File: config.mk
export PLATFORM = sky130hd
export DESIGN_NAME = vdb_balance_top
export DESIGN_NICKNAME = d
export VERILOG_FILES = /design/src/rtl/vdb_pkg.sv /design/src/rtl/vdb_code_decoder.sv /design/src/rtl/vdb_balance_top.sv
export SDC_FILE = /design/constraint.sdc
export NUM_CORES = 1
export LEC_CHECK = 0
export BUFFER_PORTS_ARGS = -buffer_cell sky130_fd_sc_hd__buf_4
export CORE_ASPECT_RATIO = 1.75
export CORE_MARGIN = 4
export CORE_UTILIZATION = 45
export DETAILED_ROUTE_END_ITERATION = 6
export PLACE_DENSITY = 0.61
export SYNTH_ARGS = -nofsm -noshare
export SYNTH_HDL_FRONTEND = slang
export SYNTH_HIERARCHICAL = 1
export SYNTH_SLANG_ARGS = --single-unit
File: constraint.sdc
create_clock -name SYS_CLK -period 54.5 [get_ports SYS_CLK]
set_clock_uncertainty 0.05 [all_clocks]
set_input_delay 5.45 -clock SYS_CLK [delete_from_list [all_inputs] [get_ports SYS_CLK]]
set_output_delay 5.45 -clock SYS_CLK [all_outputs]
set_load 0.01 [all_outputs]
File: src/rtl/vdb_pkg.sv
// shared constants and types for the code decoder and current balance block
package vdb_pkg;

	// ************************************************************
	// register map
	// ************************************************************
	localparam logic [7:0] ADDR_CTRL = 8'h00;
	localparam logic [7:0] ADDR_PERIOD = 8'h04;
	localparam logic [7:0] ADDR_STATUS = 8'h08;
	localparam logic [7:0] ADDR_AVG = 8'h0c;
	localparam logic [7:0] ADDR_ERR1 = 8'h10;
	localparam logic [7:0] ADDR_ERR2 = 8'h14;

	// control fields: enable, filter shift, correction gain shift
	localparam int CTRL_EN_BIT = 0;
	localparam int CTRL_FILT_LSB = 1;
	localparam int CTRL_FILT_W = 3;
	localparam int CTRL_GAIN_LSB = 4;
	localparam int CTRL_GAIN_W = 4;
	localparam logic [7:0] CTRL_RST = 8'h05;

	// status fields
	localparam int STAT_OFF_BIT = 16;
	localparam int STAT_SINGLE_BIT = 17;

	// ************************************************************
	// timing
	// ************************************************************
	localparam int SYS_CLK_HZ = 250_000_000;
	localparam int FSW_DEFAULT_HZ = 1_000_000;
	localparam logic [15:0] PERIOD_RST = 16'(SYS_CLK_HZ / FSW_DEFAULT_HZ);
	localparam logic [15:0] PERIOD_MIN = 16'h000c;
	localparam int NCH = 2;

	// ************************************************************
	// code tables, setpoint in units of 0.1 mV
	// ************************************************************
	typedef enum logic [1:0] {TBL_SIX, TBL_FIRST, TBL_LOW} vdb_table_t;
	localparam logic [15:0] SP_BASE_LOW = 16'h1f40;
	localparam logic [15:0] SP_BASE_FIRST = 16'h2af8;
	localparam logic [15:0] SP_BASE_SIX = 16'h20b7;
	localparam logic [15:0] SP_STEP5 = 16'h00fa;
	localparam logic [15:0] SP_STEP6 = 16'h007d;
	localparam logic [4:0] CODE5_TOP = 5'h1e;
	localparam logic [4:0] CODE5_OFF = 5'h1f;
	localparam logic [5:0] CODE6_ANCHOR = 6'h14;
	localparam logic [5:0] CODE6_SKIP = 6'h02;

endpackage : vdb_pkg

File: src/rtl/vdb_code_decoder.sv
// reference code decoder: code and table to setpoint and off flag
`timescale 1ns/1ps
module vdb_code_decoder (
	input wire logic [4:0] code_in, // voltage code bits 4..0
	input wire logic range_bit, // range select level, lsb in six-bit table
	input wire logic [1:0] table_sel, // active code table
	output logic [15:0] setpoint, // reference setpoint, 0.1 mV units
	output logic off // reserved code or unused table select, output off
);

	logic [5:0] code6;
	logic [5:0] idx6;

	// ************************************************************
	// purely combinational decode
	// ************************************************************
	assign code6 = {code_in, range_bit};

	// six-bit index counts 12.5 mV steps up from the lowest code
	always_comb begin
		idx6 = 6'(vdb_pkg::CODE6_ANCHOR - code6);
		if (code6 > vdb_pkg::CODE6_ANCHOR) begin
			idx6 = 6'(idx6 - vdb_pkg::CODE6_SKIP); // hop over the two off codes
		end
	end

	// table lookup by formula [RULE_07] [RULE_15]
	always_comb begin
		setpoint = 16'h0000;
		off = 1'b1;
		case (vdb_pkg::vdb_table_t'(table_sel)) // [RULE_08]
			vdb_pkg::TBL_LOW: begin
				if (code_in != vdb_pkg::CODE5_OFF) begin // [RULE_09] [RULE_14]
					off = 1'b0;
					setpoint = 16'(vdb_pkg::SP_BASE_LOW
						+ 16'(vdb_pkg::CODE5_TOP - code_in) * vdb_pkg::SP_STEP5);
				end
			end
			vdb_pkg::TBL_FIRST: begin
				if (code_in != vdb_pkg::CODE5_OFF) begin // [RULE_10] [RULE_14]
					off = 1'b0;
					setpoint = 16'(vdb_pkg::SP_BASE_FIRST
						+ 16'(vdb_pkg::CODE5_TOP - code_in) * vdb_pkg::SP_STEP5);
				end
			end
			vdb_pkg::TBL_SIX: begin
				if (code_in != vdb_pkg::CODE5_OFF) begin // [RULE_11] [RULE_14]
					off = 1'b0;
					setpoint = 16'(vdb_pkg::SP_BASE_SIX + 16'(idx6) * vdb_pkg::SP_STEP6);
				end
			end
			default: begin
				setpoint = 16'h0000; // unused select code forces output off
				off = 1'b1;
			end
		endcase
	end

endmodule : vdb_code_decoder

File: src/rtl/vdb_balance_top.sv
// two-leg pulse sequencer with current sampling, balance and code decoding
// Contract
// RULE_01: each cycle average active channel samples
// RULE_02: trim pulse width by filtered balance error
// RULE_03: window opens one sixth period after fall
// RULE_04: window stays open until rise; hold
// RULE_05: held samples feed only the balance
// RULE_06: per-channel copies; leg two off when single
// RULE_07: decode five or six bit code
// RULE_08: range select picks the code table
// RULE_09: low table: 0.800 to 1.550, ones off
// RULE_10: first table: 1.100 to 1.850, ones off
// RULE_11: six-bit: range bit is lsb, 0.8375
// RULE_12: hold pulse low one third cycle
// RULE_13: board straps both leg-two pins high
// RULE_14: explicit off flag for all-ones codes
// RULE_15: setpoint decoded purely combinationally
//
// The placing of the registers and register access over APB were left to the implementer.
`timescale 1ns/1ps
module vdb_balance_top #(
	parameter int SENSE_W = 12 // width of a channel current sample
) (
	input wire logic SYS_CLK, // system clock, 250 MHz
	input wire logic RST, // synchronous reset, active high
	input wire logic PSEL, // apb select
	input wire logic PENABLE, // apb access phase
	input wire logic PWRITE, // apb direction, high for write
	input wire logic [7:0] PADDR, // apb byte address
	input wire logic [31:0] PWDATA, // apb write data
	output logic [31:0] PRDATA, // apb read data
	output logic PREADY, // apb ready, always high
	output logic PSLVERR, // apb error on unmapped address
	input wire logic [4:0] VOLTAGE_CODE_INPUTS, // code from the processor
	input wire logic RANGE_SELECT_INPUT, // range select level bit
	input wire logic [1:0] TABLE_SELECT, // decoded range select condition
	input wire logic [15:0] ERROR_AMP_LEVEL, // commanded on time in clocks
	input wire logic [SENSE_W-1:0] CHANNEL_CURRENT_SENSE_1, // leg one current
	input wire logic [SENSE_W-1:0] CHANNEL_CURRENT_SENSE_2, // leg two current
	input wire logic LEG2_BOOTSTRAP_PIN, // high when tied to supply
	input wire logic LEG2_SWITCH_NODE_PIN, // high when tied to supply
	output logic LEG1_PULSE, // leg one pulse output
	output logic LEG2_PULSE, // leg two pulse output
	output logic [15:0] REFERENCE_SETPOINT, // decoded setpoint, 0.1 mV
	output logic OUTPUT_OFF, // reserved code or unused table select seen
	output logic [SENSE_W-1:0] CYCLE_AVERAGE_CURRENT // latest cycle average
);

	// ************************************************************
	// declarations
	// ************************************************************
	localparam int EW = SENSE_W + 1;
	localparam int AW = SENSE_W + 4;

	logic [7:0] ctrl_ff;
	logic [15:0] period_ff;
	logic [31:0] prdata_ff;
	logic single_ff;
	logic [15:0] cnt_ff;
	logic [SENSE_W-1:0] avg_ff;
	logic [SENSE_W-1:0] nxt_avg;
	logic [15:0] period_eff;
	logic [15:0] half;
	logic [15:0] sixth;
	logic [15:0] third_up;
	logic run;
	logic [2:0] filt_sh;
	logic [3:0] gain_sh;
	logic [15:0] setpoint;
	logic off;
	logic wr_en;
	logic setup_rd;
	logic [SENSE_W-1:0] sense [vdb_pkg::NCH];
	logic [SENSE_W-1:0] held [vdb_pkg::NCH];
	logic [EW-1:0] err [vdb_pkg::NCH];
	logic pulse [vdb_pkg::NCH];

	// ************************************************************
	// register bus helpers
	// ************************************************************
	// true for any mapped word address
	function automatic logic addr_hit(input logic [7:0] a);
		addr_hit = (a == vdb_pkg::ADDR_CTRL) || (a == vdb_pkg::ADDR_PERIOD)
			|| (a == vdb_pkg::ADDR_STATUS) || (a == vdb_pkg::ADDR_AVG)
			|| (a == vdb_pkg::ADDR_ERR1) || (a == vdb_pkg::ADDR_ERR2);
	endfunction : addr_hit

	// sign extend a balance error to a full word
	function automatic logic [31:0] ext_err(input logic [EW-1:0] e);
		ext_err = 32'(signed'(e));
	endfunction : ext_err

	assign wr_en = PSEL && PENABLE && PWRITE && addr_hit(PADDR);
	assign setup_rd = PSEL && !PENABLE && !PWRITE;
	assign PREADY = 1'b1;
	assign PSLVERR = PSEL && PENABLE && !addr_hit(PADDR);
	assign PRDATA = prdata_ff;

	// control register
	always_ff @(posedge SYS_CLK) begin
		if (RST) begin
			ctrl_ff <= vdb_pkg::CTRL_RST;
		end else if (wr_en && PADDR == vdb_pkg::ADDR_CTRL) begin
			ctrl_ff <= PWDATA[7:0];
		end
	end

	// switching period register, in system clocks
	always_ff @(posedge SYS_CLK) begin
		if (RST) begin
			period_ff <= vdb_pkg::PERIOD_RST;
		end else if (wr_en && PADDR == vdb_pkg::ADDR_PERIOD) begin
			period_ff <= PWDATA[15:0];
		end
	end

	// read data captured in the setup phase, valid through the access phase
	always_ff @(posedge SYS_CLK) begin
		if (RST) begin
			prdata_ff <= 32'h0000_0000;
		end else if (setup_rd) begin
			case (PADDR)
				vdb_pkg::ADDR_CTRL: prdata_ff <= {24'h00_0000, ctrl_ff};
				vdb_pkg::ADDR_PERIOD: prdata_ff <= {16'h0000, period_ff};
				vdb_pkg::ADDR_STATUS: prdata_ff <= {14'h0000, single_ff, off, setpoint};
				vdb_pkg::ADDR_AVG: prdata_ff <= 32'(avg_ff);
				vdb_pkg::ADDR_ERR1: prdata_ff <= ext_err(err[0]);
				vdb_pkg::ADDR_ERR2: prdata_ff <= ext_err(err[1]);
				default: prdata_ff <= 32'h0000_0000;
			endcase
		end
	end

	// ************************************************************
	// reference decoder
	// ************************************************************
	vdb_code_decoder u_decoder (
		.code_in(VOLTAGE_CODE_INPUTS),
		.range_bit(RANGE_SELECT_INPUT),
		.table_sel(TABLE_SELECT),
		.setpoint(setpoint),
		.off(off)
	);

	assign REFERENCE_SETPOINT = setpoint; // combinational on purpose [RULE_15]
	assign OUTPUT_OFF = off; // [RULE_14]

	// ************************************************************
	// channel count and cycle timing
	// ************************************************************
	// strap is caught while reset is held; both pins high means one leg
	always_ff @(posedge SYS_CLK) begin
		if (RST) begin
			single_ff <= LEG2_BOOTSTRAP_PIN && LEG2_SWITCH_NODE_PIN; // [RULE_06] [RULE_13]
		end
	end

	// derived fractions of the period; tiny periods are clamped
	assign period_eff = (period_ff < vdb_pkg::PERIOD_MIN) ? vdb_pkg::PERIOD_MIN : period_ff;
	assign half = period_eff >> 1;
	assign sixth = 16'(period_eff / 16'h0006);
	assign third_up = 16'((17'(period_eff) + 17'h0_0002) / 17'h0_0003);
	assign run = ctrl_ff[vdb_pkg::CTRL_EN_BIT] && !off;
	assign filt_sh = ctrl_ff[vdb_pkg::CTRL_FILT_LSB +: vdb_pkg::CTRL_FILT_W];
	assign gain_sh = ctrl_ff[vdb_pkg::CTRL_GAIN_LSB +: vdb_pkg::CTRL_GAIN_W];

	// cycle counter; zero marks the leg one termination
	always_ff @(posedge SYS_CLK) begin
		if (RST) begin
			cnt_ff <= 16'h0000;
		end else if (cnt_ff >= period_eff - 16'h0001) begin
			cnt_ff <= 16'h0000;
		end else begin
			cnt_ff <= cnt_ff + 16'h0001;
		end
	end

	// ************************************************************
	// cycle average
	// ************************************************************
	// sum the active samples and divide by the active count
	always_comb begin
		if (single_ff) begin
			nxt_avg = held[0];
		end else begin
			nxt_avg = SENSE_W'(({1'b0, held[0]} + {1'b0, held[1]}) >> 1);
		end
	end

	// average refreshed once per cycle at leg one termination
	always_ff @(posedge SYS_CLK) begin
		if (RST) begin
			avg_ff <= '0;
		end else if (cnt_ff == 16'h0000) begin
			avg_ff <= nxt_avg; // [RULE_01]
		end
	end

	assign CYCLE_AVERAGE_CURRENT = avg_ff;
	assign sense[0] = CHANNEL_CURRENT_SENSE_1;
	assign sense[1] = CHANNEL_CURRENT_SENSE_2;
	assign LEG1_PULSE = pulse[0];
	assign LEG2_PULSE = pulse[1];

	// ************************************************************
	// per-channel sampling, balance and pulse logic
	// ************************************************************
	genvar gi;
	generate
		for (gi = 0; gi < vdb_pkg::NCH; gi = gi + 1) begin : g_leg
			logic [15:0] ph;
			logic [16:0] ph_raw;
			logic active;
			logic term;
			logic rise;
			logic close;
			logic pulse_ff;
			logic cut_ff;
			logic open_ff;
			logic [SENSE_W-1:0] held_ff;
			logic [AW-1:0] acc_ff;
			logic [AW-1:0] diff;
			logic [AW-1:0] corr;
			logic signed [17:0] width_s;
			logic [15:0] width;
			logic [15:0] max_width;

			// leg phase: leg two trails leg one by half a period
			assign ph_raw = (gi == 0) ? 17'(cnt_ff)
				: ((cnt_ff >= half) ? 17'(cnt_ff - half)
				: 17'(cnt_ff) + 17'(period_eff) - 17'(half));
			assign ph = ph_raw[15:0];
			assign active = (gi == 0) || !single_ff; // [RULE_06]
			assign term = (ph == 16'h0000);

			// commanded on time minus correction, limited by the forced off time
			assign corr = AW'(signed'(acc_ff) >>> gain_sh);
			assign width_s = 18'(signed'({2'b00, ERROR_AMP_LEVEL}))
				- 18'(signed'(corr)); // [RULE_02]
			assign max_width = period_eff - third_up;
			always_comb begin
				if (width_s <= 18'sh0_0000) begin
					width = 16'h0000;
				end else if (width_s > 18'(signed'({2'b00, max_width}))) begin
					width = max_width;
				end else begin
					width = width_s[15:0];
				end
			end

			// rise once the forced off time is over and the ramp is crossed
			assign rise = run && active && !pulse_ff && !term && !cut_ff
				&& (width != 16'h0000)
				&& (ph >= third_up) // [RULE_12]
				&& (ph >= period_eff - width);

			// pulse output: falls at termination, rises on the crossing
			always_ff @(posedge SYS_CLK) begin
				if (RST) begin
					pulse_ff <= 1'b0;
				end else if (!run || !active || term) begin
					pulse_ff <= 1'b0;
				end else if (rise) begin
					pulse_ff <= 1'b1;
				end
			end

			// pulse cut by disable stays low to the next termination, keeping the off time
			always_ff @(posedge SYS_CLK) begin
				if (RST || term) begin
					cut_ff <= 1'b0;
				end else if (pulse_ff && (!run || !active)) begin
					cut_ff <= 1'b1; // [RULE_12]
				end
			end

			// window opens a sixth period after the fall, closes on rise or end
			assign close = open_ff && (rise || term); // [RULE_04]
			always_ff @(posedge SYS_CLK) begin
				if (RST || !active) begin
					open_ff <= 1'b0;
				end else if (close) begin
					open_ff <= 1'b0;
				end else if (ph == sixth && !pulse_ff) begin
					open_ff <= 1'b1; // [RULE_03]
				end
			end

			// sample taken at window close and held until the next close
			always_ff @(posedge SYS_CLK) begin
				if (RST || !active) begin
					held_ff <= '0;
				end else if (close) begin
					held_ff <= sense[gi]; // [RULE_04]
				end
			end

			// error against the cycle average, low-pass filtered per cycle
			assign err[gi] = EW'({1'b0, held_ff}) - EW'({1'b0, avg_ff}); // [RULE_02]
			assign diff = AW'(signed'(err[gi])) - acc_ff;
			always_ff @(posedge SYS_CLK) begin
				if (RST || !active) begin
					acc_ff <= '0;
				end else if (cnt_ff == 16'h0001) begin
					acc_ff <= acc_ff + AW'(signed'(diff) >>> filt_sh);
				end
			end

			// held samples leave only toward average and error [RULE_05]
			assign held[gi] = held_ff;
			assign pulse[gi] = pulse_ff;
		end
	endgenerate

endmodule : vdb_balance_top

; Word level (Yosys, flattened, before mapping)
; Cells that the tools add are included.
[classes]
n_reduce_logical = 66
n_mul = 2
eq_ne = 11
add_sub_neg = 24
div_mod_pow = 2
magnitude_cmp = 12
muxes = 15
n_shift = 4
[ops]
columns = operator, count
row1 = $pmux 32 s6, 1
row2 = $mux 16, 9
row3 = $ge 16x16->1, 5
row4 = $sub 16x16->16, 5
row5 = $add 16x16->16, 3
row6 = $pmux 16 s3, 1
row7 = $gt 18x17->1, 2
row8 = $le 18x1->1 const B, 2
row9 = $sub 17x16->18, 2
row10 = $eq 16x16->1, 2
row11 = $logic_not 16->1, 2
row12 = $reduce_bool 16->1, 2
row13 = $sshr 16x3->16, 2
row14 = $sshr 16x4->16, 2
row15 = $sub 16x15->16, 2
row16 = $logic_and 1x1->1, 29
row17 = $sub 12x12->13, 2
row18 = $add 16x2->17 const B, 1
row19 = $div 17x2->17 const B, 1
row20 = $add 13x16->16 const A, 1
row21 = $add 14x16->16 const A, 1
row22 = $add 16x1->16 const B, 1
row23 = $div 16x3->16 const B, 1
row24 = $eq 16x1->1 const B, 1
row25 = other kinds (26), 56
[totals]
word_cells = 152
reg_bits = 147
input_bits = 95

; Logic depth before layout (Yosys ltp)
; Gate-level depths: netlist (run 1).
[depth]
ltp_word = 15
depth_mapped = 130
ltp_nobuf = 116

; Cells and area by module
; The synthesis (run 1) kept the hierarchy.
[by_module_without_submodules]
columns = module, seq_area_each_um2, instances, area_per_inst_um2, cells_each
row1 = vdb_balance_top, 2692.6, 1, 30088.9, 4159
row2 = vdb_code_decoder, 0.0, 1, 3519.6, 434

; Worst setup path before layout (run 1)
; Ideal clock, no wire load.
[synth_path]
path_type = register -> register
startpoint = reg period_ff[15]
endpoint = reg g_leg[1].held_ff[10]
stages_incl_launch_ff = 117
n_path_buf = 9
t_arrival_ns = 24.940
required_time_ns = 54.322
synth_period_minus_slack_ns = 25.118
setup_ns = 0.128
setup_slack_ns = 29.382
path_cell_list = dfxtp_1 -> clkbuf_1 -> nor3_1 -> and4_1 -> buf_4 -> nand2_1 -> nand2_1 -> inv_1 -> ha_1 -> clkbuf_1 -> nor4b_1 -> nand4_2 -> a21oi_4 -> xnor2_1 -> ha_1 -> xor2_1 -> o211ai_2 -> a2111oi_4 -> (+81 left out) -> o21ai_0 -> a21oi_1 -> o21ai_0 -> a21oi_1 -> o21ai_0 -> nand2b_1 -> a21o_1 -> a21oi_1 -> xnor2_1 -> xnor2_1 -> ha_1 -> nor2b_1 -> o21ai_0 -> nor4_1 -> o21ai_1 -> clkbuf_1 -> mux2i_1 -> nor2_1
[synth_between]
elab_chain_cells = 14
word_cells_on_any_way = 26
cone_classes = add/sub: 6 / div: 1 / order compare: 5 / mux: 4 / reduce/logical: 10
[synth_rtl]
columns = element, line_no
row1 = "start, declared", vdb_balance_top.sv:56  ; logic [15:0] period_ff;
row2 = "start signal, assigned", vdb_balance_top.sv:111  ; period_ff <= vdb_pkg::PERIOD_RST;
row3 = "start signal, assigned", vdb_balance_top.sv:113  ; period_ff <= PWDATA[15:0];
row4 = $lt 16x4->1, vdb_balance_top.sv:159  ; assign period_eff = (period_ff < vdb_pkg::PERIOD_MIN) ? vdb_pkg::PERIOD_MIN : period_ff;
row5 = $mux 16 *, vdb_balance_top.sv:159
row6 = "parallel branches: the longest is 10 deep, another holds $gt 18x17->1", n/a
row7 = $logic_or 1x1->1 *, vdb_balance_top.sv:278  ; assign close = open_ff && (rise || term);
row8 = $logic_and 1x1->1 *, vdb_balance_top.sv:278
row9 = "end signal, assigned", vdb_balance_top.sv:294  ; held_ff <= sense[gi];
row10 = "end, declared", vdb_balance_top.sv:220  ; logic [SENSE_W-1:0] held_ff;
; Every way passes the cells marked *.
; A chain may end at the register's enable or synchronous reset.

; Worst setup path in the final report (run 1)
[layout_path]
startpoint = reg period_ff[10]
endpoint = reg g_leg[1].held_ff[3]
; Same word-level chain as after synthesis.

==> results of run 1 <==
==> synth_stat cells (114+ instances only) <==
cell,n
nand2_1,384
a21o_1,124
xor2_1,114
clkbuf_1,144
inv_1,313
a21oi_1,373
dfxtp_1,133
mux2i_1,125
ha_1,392
nor2_1,387
xnor2_1,294
o21ai_0,263
nand3_1,122
==> routing by layer <==
| layer | GRT usage | vias to the layer above |
|---|---|---|
| met1 | 0.281 | 16400 |
| li1 | - | 16700 |
| met4 | 0.198 | 2 |
| met3 | 0.0271 | 416 |
| met2 | 0.562 | 995 |
| met5 | 0 | - |
==> power breakdown <==
part / leakage (nW) / total [mW] / internal, mW / switching [mW]
Clock: 0.288 / 0.120 / 0.0694 / 0.0505
Combinational: 14.1 / 0.905 / 0.388 / 0.517
Sequential: 1.09 / 0.119 / 0.106 / 0.0133
==> area by class of cell <==
class | count | area [um^2]
Sequential cell | 134 | 2700
Multi-Input combinational cell | 3918 | 28700
Inverter | 329 | 1250
Tap cell | 938 | 1170
Antenna cell | 1 | 2.50
Fill cell | 7645 | 38100
Clock buffer | 20 | 447
Clock inverter | 12 | 143
Timing Repair Buffer | 192 | 1440
==> cell usage in the layout, fill, tap and decap left out, types with 16 or more instances in the layout <==
cell / n
ha_1: 392
nor2_1: 387
nand2_1: 383
a21oi_1: 373
inv_1: 313
xnor2_1: 294
o21ai_0: 263
buf_4: 192
dfxtp_1: 130
mux2i_1: 125
a21o_1: 124
nand3_1: 122
xor2_1: 114
nor3_1: 97
o21bai_1: 89
nand2b_1: 75
fa_1: 60
nand4_1: 59
o211ai_1: 55
nor2b_1: 54
a31oi_1: 50
nor4_1: 48
a211oi_1: 45
and2_1: 40
and3_1: 38
mux2_2: 35
o31ai_1: 32
a22oi_1: 26
o21a_1: 25
or3_1: 25
o21ai_1: 23
a211o_1: 20
or4_1: 18
clkbuf_16: 17
o22ai_1: 16
o2111ai_1: 16
==> registers in the layout (all words and copies together) (netlist names) <==
register and cells:
PRDATA 19, g_leg.open_ff 2, LEG2_PULSE 1, g_leg.cut_ff 2
single_ff 1, g_leg.acc_ff 32, cnt_ff 16, g_leg.held_ff 24
ctrl_ff 8, CYCLE_AVERAGE_CURRENT 12, period_ff 16, LEG1_PULSE 1
==> cell families after synthesis <==
logic type,share of synthesized area
other,0.000112
and+or+nand+nor,0.221
buffers and inverters,0.0664
xor gates and xnor gates,0.111
muxes,0.0609
adders and majority gates,0.184
DFF,0.0801
AOI/OAI and AO/OA,0.277
==> path summary, 6_finish.rpt <==
path,from,slack (ps),endpoint
setup / recovery,period_ff[10]$_SDFFE_PP0P_,21540,g_leg[1].held_ff[3]$_SDFFE_PP0P_
hold / removal,g_leg[1].cut_ff$_SDFFE_PP0P_,450,g_leg[1].cut_ff$_SDFFE_PP0P_
setup reg to reg,period_ff[10]$_SDFFE_PP0P_,21540,g_leg[1].held_ff[3]$_SDFFE_PP0P_
hold reg to reg,g_leg[1].cut_ff$_SDFFE_PP0P_,450,g_leg[1].cut_ff$_SDFFE_PP0P_
==> worst max-delay path: cells and delay by family, from the launching register on <==
| kind | cells | cell delay [ps] |
|---|---|---|
| compound gates | 54 | 14670 |
| simple gates | 28 | 9890 |
| fa+ha+maj | 8 | 2470 |
| mux | 2 | 730 |
| xor+xnor | 7 | 2430 |
| buf+inv | 10 | 2240 |
| flops | 1 | 300 |
==> metrics, run 1 <==
status=finished clean; post-synth top area cell=ha_1; initial antenna violation count=2; dpl ws=approximately 22000 ps; average wire per cell in the routed design=approximately 21 um; Synth Register Bits=134; Std-Cell Rows=132; Final HPWL DP=98.2 mm; pwr/cell area=31.9 nW/um^2; Final ANT Viol Nets=0; Fin Hold WS=446 ps; post-synthesis cell count=4593; M1 WL=42.0 mm; top-area cell type share of the netlist area=0.146; Core Util, Final=0.485; RD Place Congestion=0.968; Unique masters post-synth=137; measured slew at the worst slew-check pin=1240 ps; final period utilization=0.605; Slowest-stage cell, CP=xor2_1; setup bufs post-CTS=0; clock root buffer=clkbuf_16; post-synthesis sequential area ratio=0.0801; total power=1.14 mW; CTS tree=done; FFs w/ async S/R, synth=0; Num CTS Buffers=17; # DRC=0; Mapped Area=33600 um^2; Iteration-0 DRC Markers=2346; number of max-cap violations=0; via count=34500; RSZ-0062 raised after global routing=no; WL final=119 mm; final net count=5139; Critical Path End Type=register; cell count of the worst hold path=2; Clock Pin Slew Worst Setup and Hold Paths=70 ps; Worst setup SP type=register; vias in the first global route=34100; Die Width=215 um; fin area=35900 um^2; fmax=0.0303 GHz; final setup violation count=0; vias per inst=6.22; crit path DAT=33220 ps; Top Metal Used=met5; Core Box Area=74000 um^2; final worst slack=~22000 ps; fraction of layout cells with a size suffix above 1=0.0908; Die ar.=approximately 79000 um^2; WP data required=54760 ps; VDD IR max=between 40 and 50 uV; post-CTS resize count=0; Clock Latency Late Sink=450 ps; final count of pins violating max slew=0; DR pass1 iterations=6; first-pass GRT wire length=between 150 and 200 mm; Final Hold Viols=0; Hold WC Path Type=reg2reg; Synthesized Nets=5140; Yosys Warn Count=6; ranking of synthesized cells by area=ha_1 (15%), dfxtp_1 (7.9%), xnor2_1 (7.7%); Post-CTS Hold Buffers=0; Port Buffers=roughly 140; placed cells=5511; ys flop type=dfxtp_1; Leak Pwr=~15 nW; synthesized area per cell=7.32 um^2; Tmin final=32960 ps; placed cell area=35300 um^2; Layout Cells excl Fill=5544; R2R depth=109; Die Ht=370 um; gr ovfl total=0; Initial Util=0.454; total length of routed met2 wires=about 63 mm; Slew HR=0.176; EDFF count, synth=1; clock tree sinks=approximately 130; most used cell, CP=a21oi_1; Total GRT Usage=0.287; worst-path fanout max=31; Crit Path Class=reg2reg; metal3 WL=roughly 4.6 mm; area delta synth->final=6.72%; setup TNS=0 ps; largest net degree at the start of global routing=79; critical path's largest stage delay=about 860 ps; # H-tree levels=4; CTS Buffer Depth=2; IO Count=160
No activity file was read; power rests on OpenSTA's default activity.
==> run 2, diff against run 1 <==
--- a/config.mk
+++ b/config.mk
@@ -5,12 +5,13 @@
 export SDC_FILE = /design/constraint.sdc
 export NUM_CORES = 1
 export LEC_CHECK = 0
+export ABC_AREA = 1
 export BUFFER_PORTS_ARGS = -buffer_cell sky130_fd_sc_hd__buf_4
 export CORE_ASPECT_RATIO = 1.75
 export CORE_MARGIN = 4
 export CORE_UTILIZATION = 45
 export DETAILED_ROUTE_END_ITERATION = 6
-export PLACE_DENSITY = 0.61
+export PLACE_DENSITY = 0.64
 export SYNTH_ARGS = -nofsm -noshare
 export SYNTH_HDL_FRONTEND = slang
 export SYNTH_HIERARCHICAL = 1
==> constraint.sdc (replaced) <==
create_clock -name SYS_CLK -period 29.2 [get_ports SYS_CLK]
set_clock_uncertainty 0.05 [all_clocks]
set_input_delay 2.92 -clock SYS_CLK [delete_from_list [all_inputs] [get_ports SYS_CLK]]
set_output_delay 2.92 -clock SYS_CLK [all_outputs]
set_load 0.01 [all_outputs]
==> run 2 against run 1 <==
Area after synthesis about the same. Total power up 130%. Global-route usage fell by 0.75 points. Core utilization barely moved. Clock power is 89% higher. Via count is 3.5% higher. Clock-buffer cell count fell by 3. Largest cell class unchanged.
==> metrics, run 2 <==
status=finished clean; initial antenna violation count=1 (-1); Final ANT Viol Nets=0 (unchanged); via count=35700 (+3.5%); vias per inst=5.50 (-12%); Initial Util=0.454 (about the same); M1 WL=40.0 mm (-4.8%); most frequent cell after synthesis=nand2_1; Iteration-0 DRC Markers=1918 (-18%); Crit Path Class=reg2reg; first-pass GRT wire length=179 mm (-3.1%); Mapped Area=33600 um^2 (about the same); gr ovfl total=0 (unchanged); Worst path top cell family by delay=simple AND/OR/NAND/NOR gates; Post-CTS Hold Buffers=0 (unchanged); Worst setup SP type=register; # H-tree levels=4 (unchanged); Tmin final=26480 ps (-6480 ps); Core Box Area=74000 um^2 (unchanged); RSZ-0062 raised after global routing=no; RD Place Congestion=0.981 (+1.3%); Clock Pin Slew Worst Setup and Hold Paths=70 ps (about the same); ranking of synthesized cells by area=ha_1 (15%), nand2_1 (14%), inv_1 (8.9%); post-synthesis sequential area ratio=0.0802 (about the same); largest net degree at the start of global routing=58 (-27%); final net count=6087 (+18%); IO Count=160 (unchanged); worst path buffer plus inverter count=17 (+7); CTS tree=done; WL final=115 mm (-3.4%); Total GRT Usage=0.280 (-0.00746); Top Metal Used=met4; Hold WC Path Type=reg2reg; ys flop type=dfxtp_1; critical path's largest stage delay=740 ps (-120 ps); fraction of layout cells with a size suffix above 1=0.110 (+0.0196); top-area cell type share of the netlist area=0.146 (about the same); WP data required=29470 ps (-25290 ps); Slew HR=0.336 (+0.161); Final HPWL DP=97.8 mm (-0.37%); crit path DAT=26760 ps (-6460 ps); Core Util, Final=0.485 (about the same); fmax=0.0378 GHz (+24%); number of max-cap violations=0 (unchanged); total length of routed met2 wires=62.1 mm (-1.2%); Yosys Warn Count=6 (unchanged); clock root buffer=clkbuf_16; Synth Register Bits=134 (unchanged); Die Width=214 um (about the same); Leak Pwr=18.8 nW (+22%); post-synthesis cell count=5480 (+19%); pwr/cell area=73.0 nW/um^2 (+130%); # DRC=0 (unchanged); final setup violation count=0 (unchanged); Die Ht=369 um (about the same); Clock Latency Late Sink=460 ps (about the same); vias in the first global route=34500 (+1.2%); filler instances=8033 (+5.1%); final count of pins violating max slew=0 (unchanged); clock tree sinks=134 (unchanged); Num CTS Buffers=17 (unchanged); CTS Buffer Depth=2 (unchanged); DR pass1 iterations=6 (unchanged); Slowest-stage cell, CP=dfxtp_1; Critical Path End Type=register; Port Buffers=142 (unchanged); Final Hold Viols=0 (unchanged); Std-Cell Rows=132 (unchanged); Largest register FFs=32 (unchanged); area delta synth->final=6.89%; metal3 WL=3.86 mm (-16%); synth cell count leaders=nand2_1 (1269), inv_1 (795), nor2_1 (406), ha_1 (392), o21ai_0 (369); most frequent cells in the layout=nand2_1 (1268), inv_1 (794), nor2_1 (406); Unique masters post-synth=82 (-40%); final period utilization=0.907 (+0.302); VDD IR max=58.8 uV (+32%); setup TNS=0 ps (unchanged); post-synth top area cell=ha_1; synthesized area per cell=6.13 um^2 (-16%); FFs w/ async S/R, synth=0 (unchanged); Synthesized Nets=6027 (+17%); worst-path fanout max=21 (-32%); most flop-heavy register=g_leg.acc_ff; most common cell after layout, fill and taps aside=nand2_1; EDFF count, synth=1 (unchanged); average wire per cell in the routed design=17.7 um (-18%); most used cell, CP=nand2_1; measured slew at the worst slew-check pin=994 ps (-242 ps); Die ar.=79200 um^2 (about the same)
==> run 2: what timing repair did <==
action                                  in CTS  in global routing
resized for setup                            0                  3
setup buffers                                0                  4
endpoints found under the setup margin       0                 23
==> run 2: power breakdown <==
group          internal (mW)  switching [mW]  leakage [nW]  total (mW)
registers              0.193          0.0121          1.09       0.205
clock network          0.123           0.104         0.292       0.227
logic                  0.779            1.41          17.4        2.19
total                   1.09            1.52          18.8        2.62
==> run 2: area by class of cell <==
cell class,instances,area [um^2],area share
multi-input combinational,4335,26800,0.746
inverter,869,3270,0.0912
sequential,134,2690,0.0751
timing repair buffer,183,1370,0.0383
tap,938,1170,0.0327
clock buffer,17,425,0.0119
clock inverter,15,180,0.00502
antenna,2,5.00,0.000139
==> run 2: metrics by stage <==
stage	area, um^2	total power, mW	std cells	hold WS, ps	setup slack [ps]
4_1_cts	35800	2.61	6487	409	2160
3_3_place_gp	35200	2.34	6455	393	2550
2_1_floorplan	33600	1.88	5480	375	9700
6_report	35900	2.62	6493	415	2720
3_5_place_dp	35200	2.37	6455	399	2250
5_1_grt	35900	2.92	6491	441	206
==> run 2: cells by family (layout without fill, tap and decap cells) <==
family | Yosys count | count (layout) | share of synthesized area
simple gates | 2588 | 2588 | 0.367
mux | 21 | 21 | 0.00626
flops | 134 | 134 | 0.0802
other cells | 1 | 3 | 0.000112
fa+ha+maj | 452 | 452 | 0.182
buf+inv | 1011 | 1084 | 0.123
xor+xnor | 255 | 255 | 0.0673
compound gates | 1018 | 1018 | 0.175
==> run 2: worst paths after layout <==
check	startpoint	end	slack, ps	depth (start not counted)
setup / recovery	period_ff[13]$_SDFFE_PP0P_	g_leg[1].held_ff[3]$_SDFFE_PP0P_	2720	153
hold / removal	g_leg[1].open_ff$_SDFFE_PP0P_	g_leg[1].open_ff$_SDFFE_PP0P_	420	2
setup reg to reg	period_ff[13]$_SDFFE_PP0P_	g_leg[1].held_ff[3]$_SDFFE_PP0P_	2720	153
hold reg to reg	g_leg[1].open_ff$_SDFFE_PP0P_	g_leg[1].open_ff$_SDFFE_PP0P_	420	2
==> run 2: layer usage <==
layer | up-vias | GRT usage
li1 | 18100 | -
met1 | 16200 | 0.262
met2 | 938 | 0.566
met3 | 383 | 0.0244
met4 | 0 | 0.187
met5 | - | 0
==> run 2: tightest hold or removal path, stage by stage, from the launching register on <==
cell and delay [ps]:
dfxtp_1 310, inv_1 60, a21oi_2 50
